===== src/clock_cfg_defines.svh =====
// Constants for the clock configuration word decoder
// Operation
// - Decode switch/monitor field: 1x, 01, 00
// - Bus divisor default: 8,4,2,1 per field
// - Clock output only with primary off/external
// - Primary oscillator mode from two-bit field
// - Bit 7 enables two-speed start-up
// - Bit 5 enables secondary oscillator
// - Select codes 111..100: RC and secondary sources
// - Select codes 011..000: primary and fast RC
`ifndef CLOCK_CFG_DEFINES_SVH
`define CLOCK_CFG_DEFINES_SVH
`define CFG_WORD_OFF 12'h000
`define CFG_LATCHED_OFF 12'h004
`define CFG_STATUS_OFF 12'h008
`define FLD_FCS_HI 15
`define FLD_FCS_LO 14
`define FLD_DIV_HI 13
`define FLD_DIV_LO 12
`define FLD_RSV11 11
`define FLD_CLKOUT_DIS 10
`define FLD_PMODE_HI 9
`define FLD_PMODE_LO 8
`define FLD_TWO_SPEED 7
`define FLD_RSV6 6
`define FLD_SEC_EN 5
`define FLD_RSV_HI 4
`define FLD_RSV_LO 3
`define FLD_SEL_HI 2
`define FLD_SEL_LO 0
`define RSV_MASK 32'h0000_0858
`define CFG_WORD_RESET 32'hffff_ffff
`endif


===== src/clock_cfg_pkg.sv =====
// Types for the clock configuration word decoder
package clock_cfg_pkg;
   typedef enum logic [1:0] {POSC_EXT, POSC_XT, POSC_HS, POSC_OFF} posc_mode_e;
   typedef enum logic [2:0] {SRC_FAST_RC, SRC_FAST_RC_DIV_PLL, SRC_POSC, SRC_POSC_PLL,
                             SRC_SOSC, SRC_LOW_POWER_RC, SRC_FAST_RC_DIV16,
                             SRC_FAST_RC_DIV} osc_src_e;
   typedef enum logic [1:0] {DIV_1, DIV_2, DIV_4, DIV_8} pb_div_e;
   typedef enum {ST_RESET, ST_CAPTURE, ST_HOLD} cap_state_e;
endpackage


===== src/cfg_field_decode.sv =====
// Combinational decode of the clock configuration word
`timescale 1ns/1ps
module cfg_field_decode
   import clock_cfg_pkg::*;
(
   input wire logic [31:0] word,
   output logic switch_en,
   output logic monitor_en,
   output clock_cfg_pkg::pb_div_e pb_div,
   output logic [3:0] pb_div_ratio,
   output clock_cfg_pkg::posc_mode_e posc_mode,
   output logic clock_out_en,
   output logic two_speed_en,
   output logic sec_en,
   output clock_cfg_pkg::osc_src_e osc_src,
   output logic cfg_fault
);
   import clock_cfg_pkg::*;
`include "clock_cfg_defines.svh"
   always_comb begin
      switch_en = ~word[`FLD_FCS_HI];
      monitor_en = ~word[`FLD_FCS_HI] & ~word[`FLD_FCS_LO];
      pb_div = pb_div_e'(word[`FLD_DIV_HI:`FLD_DIV_LO]);
      pb_div_ratio = 4'h1 << word[`FLD_DIV_HI:`FLD_DIV_LO];
      posc_mode = posc_mode_e'(word[`FLD_PMODE_HI:`FLD_PMODE_LO]);
      // output only when primary off or external
      clock_out_en = ~word[`FLD_CLKOUT_DIS] & (posc_mode == POSC_OFF || posc_mode == POSC_EXT);
      two_speed_en = word[`FLD_TWO_SPEED];
      sec_en = word[`FLD_SEC_EN];
      osc_src = osc_src_e'(word[`FLD_SEL_HI:`FLD_SEL_LO]);
      // flag a word the programmer got wrong
      cfg_fault = ((word & `RSV_MASK) != `RSV_MASK) ||
                  (posc_mode == POSC_OFF && osc_src == SRC_POSC);
   end
endmodule


===== src/clock_config_word_decode.sv =====
// APB-visible capture and decode of the clock configuration word
`timescale 1ns/1ps
module clock_config_word_decode
   import clock_cfg_pkg::*;
(
   input wire logic pclk,
   input wire logic presetn,
   input wire logic [31:0] cfg_word_in,
   input wire logic psel,
   input wire logic penable,
   input wire logic pwrite,
   input wire logic [11:0] paddr,
   input wire logic [31:0] pwdata,
   output logic [31:0] prdata,
   output logic pready,
   output logic pslverr,
   output logic switch_en,
   output logic monitor_en,
   output clock_cfg_pkg::pb_div_e periph_bus_div_default,
   output logic [3:0] pb_div_ratio,
   output clock_cfg_pkg::posc_mode_e primary_osc_mode,
   output logic clock_output_en,
   output logic two_speed_startup_en,
   output logic secondary_osc_en,
   output clock_cfg_pkg::osc_src_e startup_osc_sel,
   output logic cfg_fault,
   output logic cfg_valid
);
   import clock_cfg_pkg::*;
`include "clock_cfg_defines.svh"

   // ***************************************
   // Capture of the word at reset release
   // ***************************************
   cap_state_e state_q, state_d;
   logic [31:0] word_q, word_d;
   logic [31:0] prdata_q, prdata_d;
   logic sw_d, mon_d, clk_out_d, ts_d, sec_d, flt_d;
   pb_div_e div_d;
   logic [3:0] ratio_d;
   posc_mode_e pm_d;
   osc_src_e src_d;
   logic valid_q;

   // Word is static while reset is held, so one clocked sample is enough
   always_comb begin
      state_d = state_q;
      word_d = word_q;
      case (state_q)
         ST_RESET: state_d = ST_CAPTURE;
         ST_CAPTURE: begin
            word_d = cfg_word_in;
            state_d = ST_HOLD;
         end
         ST_HOLD: state_d = ST_HOLD;
         default: state_d = ST_RESET;
      endcase
   end

   always_ff @(posedge pclk or negedge presetn) begin
      if (!presetn) begin
         state_q <= ST_RESET;
         word_q <= `CFG_WORD_RESET;
      end else begin
         state_q <= state_d;
         word_q <= word_d;
      end
   end

   cfg_field_decode u_dec (
      .word(word_q),
      .switch_en(sw_d),
      .monitor_en(mon_d),
      .pb_div(div_d),
      .pb_div_ratio(ratio_d),
      .posc_mode(pm_d),
      .clock_out_en(clk_out_d),
      .two_speed_en(ts_d),
      .sec_en(sec_d),
      .osc_src(src_d),
      .cfg_fault(flt_d)
   );

   // Outputs registered so they never glitch while the word settles
   always_ff @(posedge pclk or negedge presetn) begin
      if (!presetn) begin
         switch_en <= 1'b0;
         monitor_en <= 1'b0;
         periph_bus_div_default <= DIV_8;
         pb_div_ratio <= 4'h8;
         primary_osc_mode <= POSC_OFF;
         clock_output_en <= 1'b0;
         two_speed_startup_en <= 1'b0;
         secondary_osc_en <= 1'b0;
         startup_osc_sel <= SRC_FAST_RC;
         cfg_fault <= 1'b0;
         valid_q <= 1'b0;
      end else begin
         switch_en <= sw_d;
         monitor_en <= mon_d;
         periph_bus_div_default <= div_d;
         pb_div_ratio <= ratio_d;
         primary_osc_mode <= pm_d;
         clock_output_en <= clk_out_d;
         two_speed_startup_en <= ts_d;
         secondary_osc_en <= sec_d;
         startup_osc_sel <= src_d;
         cfg_fault <= flt_d;
         valid_q <= (state_q == ST_HOLD);
      end
   end
   assign cfg_valid = valid_q;

   // ***************************************
   // APB slave, read only, zero wait
   // ***************************************
   logic setup;
   assign setup = psel & ~penable;
   assign pready = 1'b1;
   // Writes and unmapped addresses answer with an error
   assign pslverr = psel & penable & (pwrite ||
      !(paddr == `CFG_WORD_OFF || paddr == `CFG_LATCHED_OFF || paddr == `CFG_STATUS_OFF));

   always_comb begin
      prdata_d = prdata_q;
      if (setup && !pwrite) begin
         case (paddr)
            `CFG_WORD_OFF: prdata_d = word_q;
            `CFG_LATCHED_OFF: prdata_d = {19'h0, sec_d, ts_d, clk_out_d,
                                          2'(pm_d), 2'(div_d), sw_d, mon_d, 3'(src_d),
                                          1'b0};
            `CFG_STATUS_OFF: prdata_d = {30'h0, cfg_fault, valid_q};
            default: prdata_d = 32'h0000_0000;
         endcase
      end
   end

   always_ff @(posedge pclk or negedge presetn) begin
      if (!presetn) begin
         prdata_q <= 32'h0000_0000;
      end else begin
         prdata_q <= prdata_d;
      end
   end
   assign prdata = prdata_q;

   // ***************************************
   // Checks
   // ***************************************
   logic [31:0] w;
   assign w = word_q;
endmodule


===== config.mk =====
export PLATFORM = sky130hd
export DESIGN_NAME = clock_config_word_decode
export DESIGN_NICKNAME = d
export VERILOG_FILES = /design/src/clock_cfg_pkg.sv /design/src/cfg_field_decode.sv /design/src/clock_config_word_decode.sv
export VERILOG_INCLUDE_DIRS = /design/src /design/src/src
export SDC_FILE = /design/constraint.sdc
export NUM_CORES = 1
export LEC_CHECK = 0
export BUFFER_PORTS_ARGS = -buffer_cell sky130_fd_sc_hd__buf_2
export CORE_UTILIZATION = 30
export CTS_CLUSTER_SIZE = 8
export DETAILED_ROUTE_END_ITERATION = 8
export GPL_TIMING_DRIVEN = 0
export HOLD_SLACK_MARGIN = 0.05
export PLACE_DENSITY = 0.59
export RECOVER_POWER = 50
export SLEW_MARGIN = 25
export SYNTH_ARGS = -nofsm -noshare
export SYNTH_HDL_FRONTEND = slang
export SYNTH_SLANG_ARGS = --single-unit

===== constraint.sdc =====
create_clock -name pclk -period 1.8 [get_ports pclk]
set_clock_uncertainty 0.2 [all_clocks]
set_input_delay 0.36 -clock pclk [delete_from_list [all_inputs] [get_ports pclk]]
set_output_delay 0.36 -clock pclk [all_outputs]
set_load 0.02 [all_outputs]

### After elaboration in Yosys (flattened, before gate mapping)

Index checks and enable logic that the tools add are counted.

| cells by class | value |
|---|---|
| reduce and logical (&&, ||, !) cells | 13 |
| multiplexer cells | 2 |
| shift operators | 1 |
| equality and inequality tests | 8 |
| bitwise operators | 9 |

Operators with widths:

| cell | count |
|---|---|
| $pmux W32 S3 | 1 |
| $eq A32 B1 Y1 const B | 1 |
| $eq A32 B2 Y1 const B | 1 |
| $eq A32 B3 Y1 const B | 1 |
| $logic_not A32 Y1 | 1 |
| $eq A12 B3 Y1 const B | 1 |
| $eq A12 B4 Y1 const B | 1 |
| $logic_not A12 Y1 | 1 |
| $and A1 B1 Y1 | 5 |
| $logic_or A1 B1 Y1 | 5 |
| $ne A4 B4 Y1 const B | 1 |
| $not A1 Y1 | 4 |
| $pmux W2 S2 | 1 |
| $shl A1 B2 Y4 const A | 1 |
| $eq A3 B2 Y1 const B | 1 |
| $eq A2 B2 Y1 const B | 1 |
| $logic_and A1 B1 Y1 | 2 |
| $logic_not A1 Y1 | 2 |
| $logic_not A2 Y1 | 1 |
| $reduce_or A2 Y1 | 1 |

| word-level totals | value |
|---|---|
| bits of input ports | 81 |
| bits in registers | 114 |
| logic and storage cells | 47 |
| output and inout port bits | 52 |

### Logic depth before layout (Yosys ltp)

| logic depth | value |
|---|---|
| word-level depth | 6 |
| gate-level depth with buffers | 6 |

### Cells and area by module

Synthesis repeated with hierarchy kept, for this count alone.

| unflattened totals | value |
|---|---|
| cell total of the unflattened synthesis | 287 |
| area, all modules | 3420.8 um2 |

By module, submodules not included:

| module | times used | seq. area each (um2) | area an instance (um2) | cells an instance |
|---|---|---|---|---|
| clock_config_word_decode | 1 | 2148.3 | 3284.4 | 267 |
| cfg_field_decode | 1 | 0.0 | 136.4 | 20 |

### Worst setup path before layout

No wires, ideal clock.

| timing path | value |
|---|---|
| path kind | register -> register |
| from | register state_q[1] |
| to | register word_q[10], in the netlist w[10] |
| cell stages (with the launch flop) | 6 |
| library setup time | 0.082 ns |
| arrival | 1.315 ns |
| path slack | 0.203 ns |
| path through | dfrtp_1 -> inv_1 -> ha_1 -> clkbuf_1 -> buf_2 -> mux2_2 |

| between the ends | value |
|---|---|
| cells in the longest elaborated chain, start to end | 1 |

Ends and longest elaborated chain:

| item | RTL line | text |
|---|---|---|
| from (decl) | clock_config_word_decode.sv:35 | `cap_state_e state_q, state_d;` |
| from (signal assigned) | clock_config_word_decode.sv:65 | `state_q <= state_d;` |
| $eq A32 B1 Y1 | clock_config_word_decode.sv:49 | `case (state_q)` |
| to (signal assigned) | clock_config_word_decode.sv:63 | `` word_q <= `CFG_WORD_RESET; `` |
| to (signal assigned) | clock_config_word_decode.sv:66 | `word_q <= word_d;` |
| to (decl) | clock_config_word_decode.sv:36 | `logic [31:0] word_q, word_d;` |

Every way passes these cells.
A chain may end at the register's enable or synchronous reset.

### Worst setup path in the final report

| timing path | value |
|---|---|
| from | input paddr[10] |
| to | output pslverr |

| between the ends | value |
|---|---|
| cells in the longest elaborated chain, start to end | 6 |
| elaborated cells on any way between the ends | 8 |
| those cells by class | eq/ne: 2; bitwise: 1; reduce/logical: 5 |

Ends and longest elaborated chain:

| item | RTL line | text |
|---|---|---|
| from (decl) | clock_config_word_decode.sv:12 | `input wire logic [11:0] paddr,` |
| $eq A12 B3 Y1 / $logic_not A12 Y1 (equally long branches) | n/a |  |
| $logic_or A1 B1 Y1 (no source line) | n/a |  |
| $logic_or A1 B1 Y1 (no source line) * | n/a |  |
| $logic_not A1 Y1 * | clock_config_word_decode.sv:122 | `` !(paddr == `CFG_WORD_OFF \|\| paddr == `CFG_LATCHED_OFF \|\| paddr == `CFG_STATUS_OFF)); `` |
| $logic_or A1 B1 Y1 * | clock_config_word_decode.sv:121 | `assign pslverr = psel & penable & (pwrite \|\|` |
| $and A1 B1 Y1 * | clock_config_word_decode.sv:121 |  |
| to (decl) | clock_config_word_decode.sv:16 | `output logic pslverr,` |

Mark *: on every way between the ends. The rest lies on a longest branch, timed or not.

==> flow_metrics.py <==
metrics = {
    "finish": {
        "drive_gt1_share_pct": 42.2,
        "fillers": 1059,
        "synthToLayoutAreaGrowth_pct": 36.1,
        "antennaDiodeCount": 0,
        "nNetsFinal": 492,
    },
    "route": {
        "drt_pass1_iterations": 4,
        "ant_nets": 0,
        "viasPerCell": 4.47,
        "vias": 2466,
        "post_drt_wl_per_cell_um": 14.6,
        "drc": 0,
        "finalWirelength_um": 8080,
        "drtIter0Drc": 110,
    },
    "placement": {
        "gp_congestion": 0.720,
        "portBuffers": 98,
        "pre_cts_slack_ns": -0.356,
        "dp_hpwl_um": 5590,
    },
    "setup_path": {
        "critPathSlowestCell": "nor4_4",
        "worstPathRequired_ns": 1.24,
        "rr_startpoint": "state_q[1]",
        "worst-endpoint-arrival_ns": 1.20,
        "crit_path_max_incr_delay_ns": 0.35,
        "path_cells": "buf_2, nor4_4, a41oi_1, buf_2",
        "crit_type": "in2out",
        "worstRegToRegCells": 4,
        "rr_endpoint": "w[18]",
        "r2r_slack_ns": 0.16,
        "cp_max_fo": 4,
        "crit_path_end_kind": "primary output",
        "crit_top_cell": "buf_2",
        "crit_path_start_kind": "primary input",
    },
    "grt": {
        "met2_usage_pct": 23.8,
        "grt_usage_pct": 15.0,
        "antenna_found_initial": 0,
        "grt_max_degree": 46,
        "top_usage_layer": "met2",
        "grtUsageMet3_pct": 3.80,
        "met1_usage_pct": 19.6,
        "grt_pass1_wl_um": 13100,
        "grt_pass1_vias": 2567,
        "grt-ovfl-total": 0,
    },
    "power": {
        "finalPower_uw": 3710,
        "p_leak_uw": 0.00204,
        "power_per_cell_area_mw_per_mm2": 807,
        "max-vdd-ir-drop_v": 0.000454,
    },
    "clocking": {
        "htreeDepth": 3,
        "clock-sinks": 84,
        "clockRootBuffer": "clkbuf_8",
        "clk_path_buf_depth": 2,
        "clk_pin_slew_worst_paths_ns": 0.08,
        "cts_buffers": 9,
        "cts_tree": "built",
        "clk_latency_ns": 0.35,
    },
    "outcome": {
        "status": "complete, no violations",
    },
    "run": {
        "drv_cap": 0,
    },
    "floorplanning": {
        "start_util_pct": 31.1,
        "num_rows": 38,
        "die_h_um": 108,
        "fp.dieArea_sq_mm": 0.0117,
        "coreArea_sq_mm": 0.0109,
        "die_w_um": 108,
        "ios": 133,
    },
    "yosys": {
        "synth_xor_area_share_pct": 0,
        "syn-num-nets": 346,
        "synth-seq-cells": 84,
        "synth_fa_ha_area_share_pct": 1.48,
        "synth_compound_area_share_pct": 8.03,
        "synth_cell_types": 33,
        "synth_ff_type": "dfrtp_1",
        "syn-instance-count": 261,
        "synth_area_sq_mm": 0.00338,
        "synthMuxAreaShare_pct": 13.3,
        "syn_avg_cell_area_sq_um": 13.0,
        "synth-async-reset-ratio_pct": 100,
        "yosys.area_share.simple_pct": 10.5,
        "synth_top_family_by_area": "multiplexers",
        "synth_edf_count": 0,
        "yosysWarnings": 0,
        "ys_seq_area_share_pct": 63.5,
    },
    "hold_path": {
        "min_from": "paddr[0]",
        "hold_path.class": "in2reg",
        "hold_end": "prdata[0]",
        "hold_depth": 4,
    },
    "sta": {
        "worst_slew_pin_slew_ns": 0.537,
        "final_max_slew_viol_count": 0,
        "holdWs_ns": 0.182,
        "post-route-min-period_ns": 1.76,
        "finalSetupTns_ns": 0,
        "fmax_mhz": 569,
        "timing.final.ws_setup_ns": 0.0411,
        "rsz0062_at_grt": "false",
        "hold_viol_final": 0,
        "fin_crit_sh_pct": 97.7,
        "maxSlewHeadroom_pct": 64.1,
        "setup_viol": 0,
    },
}
## flip-flops by register name, indices dropped and copies added, names as in the netlist, 2 cells and up
name,count
prdata,32
w,32
pb_div_ratio,4
startup_osc_sel,3
periph_bus_div_default,2
primary_osc_mode,2
state_q,2
## where the power goes
group          internal (uW)  total (uW)  switching (uW)  leakage, uW
clock                    758        1380             623     0.000104
combinational            157         323             166     0.000932
sequential              1970        2010            36.2      0.00101
total                   2890        3710             826      0.00204
## synthesized netlist by cell type (2+ instances only)
master	number	area, sq um
nand2_1	55	206
mux2_2	31	349
nor2b_1	2	12.5
nor4_4	2	42.5
o31ai_2	8	100
ha_1	4	50.1
o21ai_0	13	65.1
inv_1	3	11.3
dfrtp_1	47	1180
o31ai_1	2	15.0
buf_2	6	30.0
nand4_1	2	12.5
buf_4	2	15.0
o21ai_1	9	45.0
nor2_1	6	22.5
clkbuf_1	6	22.5
dfstp_2	37	972
buf_6	2	22.5
mux2i_1	10	100
## logic make-up after synthesis
logic type	after synthesis
and+or+nand+nor	74
adders and majority gates	4
buffers and inverters	19
AOI/OAI and AO/OA	38
DFF	84
muxes	41
other	1
## cell usage in the layout, fill, tap and decap left out, drive strengths merged
cell and n:
buf 88, nand2 55, dfrtp 47, clkbuf 45, dfstp 37, dlygate4sd3 33, mux2 31, o21ai 23
mux2i 10, o31ai 10, nor2 6, ha 4, inv 3, nand4 3, nor2b 2, nor4 2
a21oi 1, a41oi 1, a31o 1, and2 1, nor3b 1, or3b 1, nand4b 1, o211ai 1
nand3b 1, o21a 1, nor4b 1, conb 1, bufinv 1
## critical path: cells and delay by family
kind,cells,cell delay [ns]
compound gates,1,0.18
simple gates,1,0.35
buf+inv,2,0.31
## metrics by stage
step                instance area, sq um  util [%]  instances
CTS                                 4610      42.3        548
detailed placement                  4070      37.4        500
finish                              4600      42.3        552
global placement                    4050      37.2        499
global route                        4600      42.3        552
floorplan                           3380         -        261
## area by class of cell
cell class                      count  area (sq um)  area share, %
Clock buffer                       15           176           3.83
Inverter                            3          11.3          0.245
Tap cell                          140           175           3.81
Multi-Input combinational cell    158          1130           24.6
Clock inverter                      1          30.0          0.653
Timing Repair Buffer              136           835           18.1
Sequential cell                    84          2150           46.7
Buffer                             15          92.6           2.01
## per-layer routing
| metal | vias to the layer above | share of wire (%) |
|---|---|---|
| li1 | 1183 | - |
| met1 | 1203 | 44 |
| met2 | 74 | 49 |
| met3 | 6 | 6.2 |
| met4 | 0 | 0.88 |
| met5 | - | 0 |
## timing repair
item,4_1_cts,5_1_grt
setup buffers,0,4
hold endpoints to repair,58,0
pin swaps,0,2
hold buffers,33,0
resized for setup,3,3
endpoints found under the setup margin,28,23
## worst max path at each step
stage / slack [ns] / cells after the start / end / from
after floorplan: 0.20 / 5 / w[10] / state_q[1]
after global placement: -0.50 / 1 / prdata[22] / presetn
after detailed placement: -0.36 / 5 / prdata[14] / penable
after CTS: 0.04 / 4 / pslverr / paddr[9]
after global routing: 0.01 / 4 / pslverr / paddr[10]
final: 0.04 / 4 / pslverr / paddr[10]
Note: power is estimated with default switching activity, not from simulation.
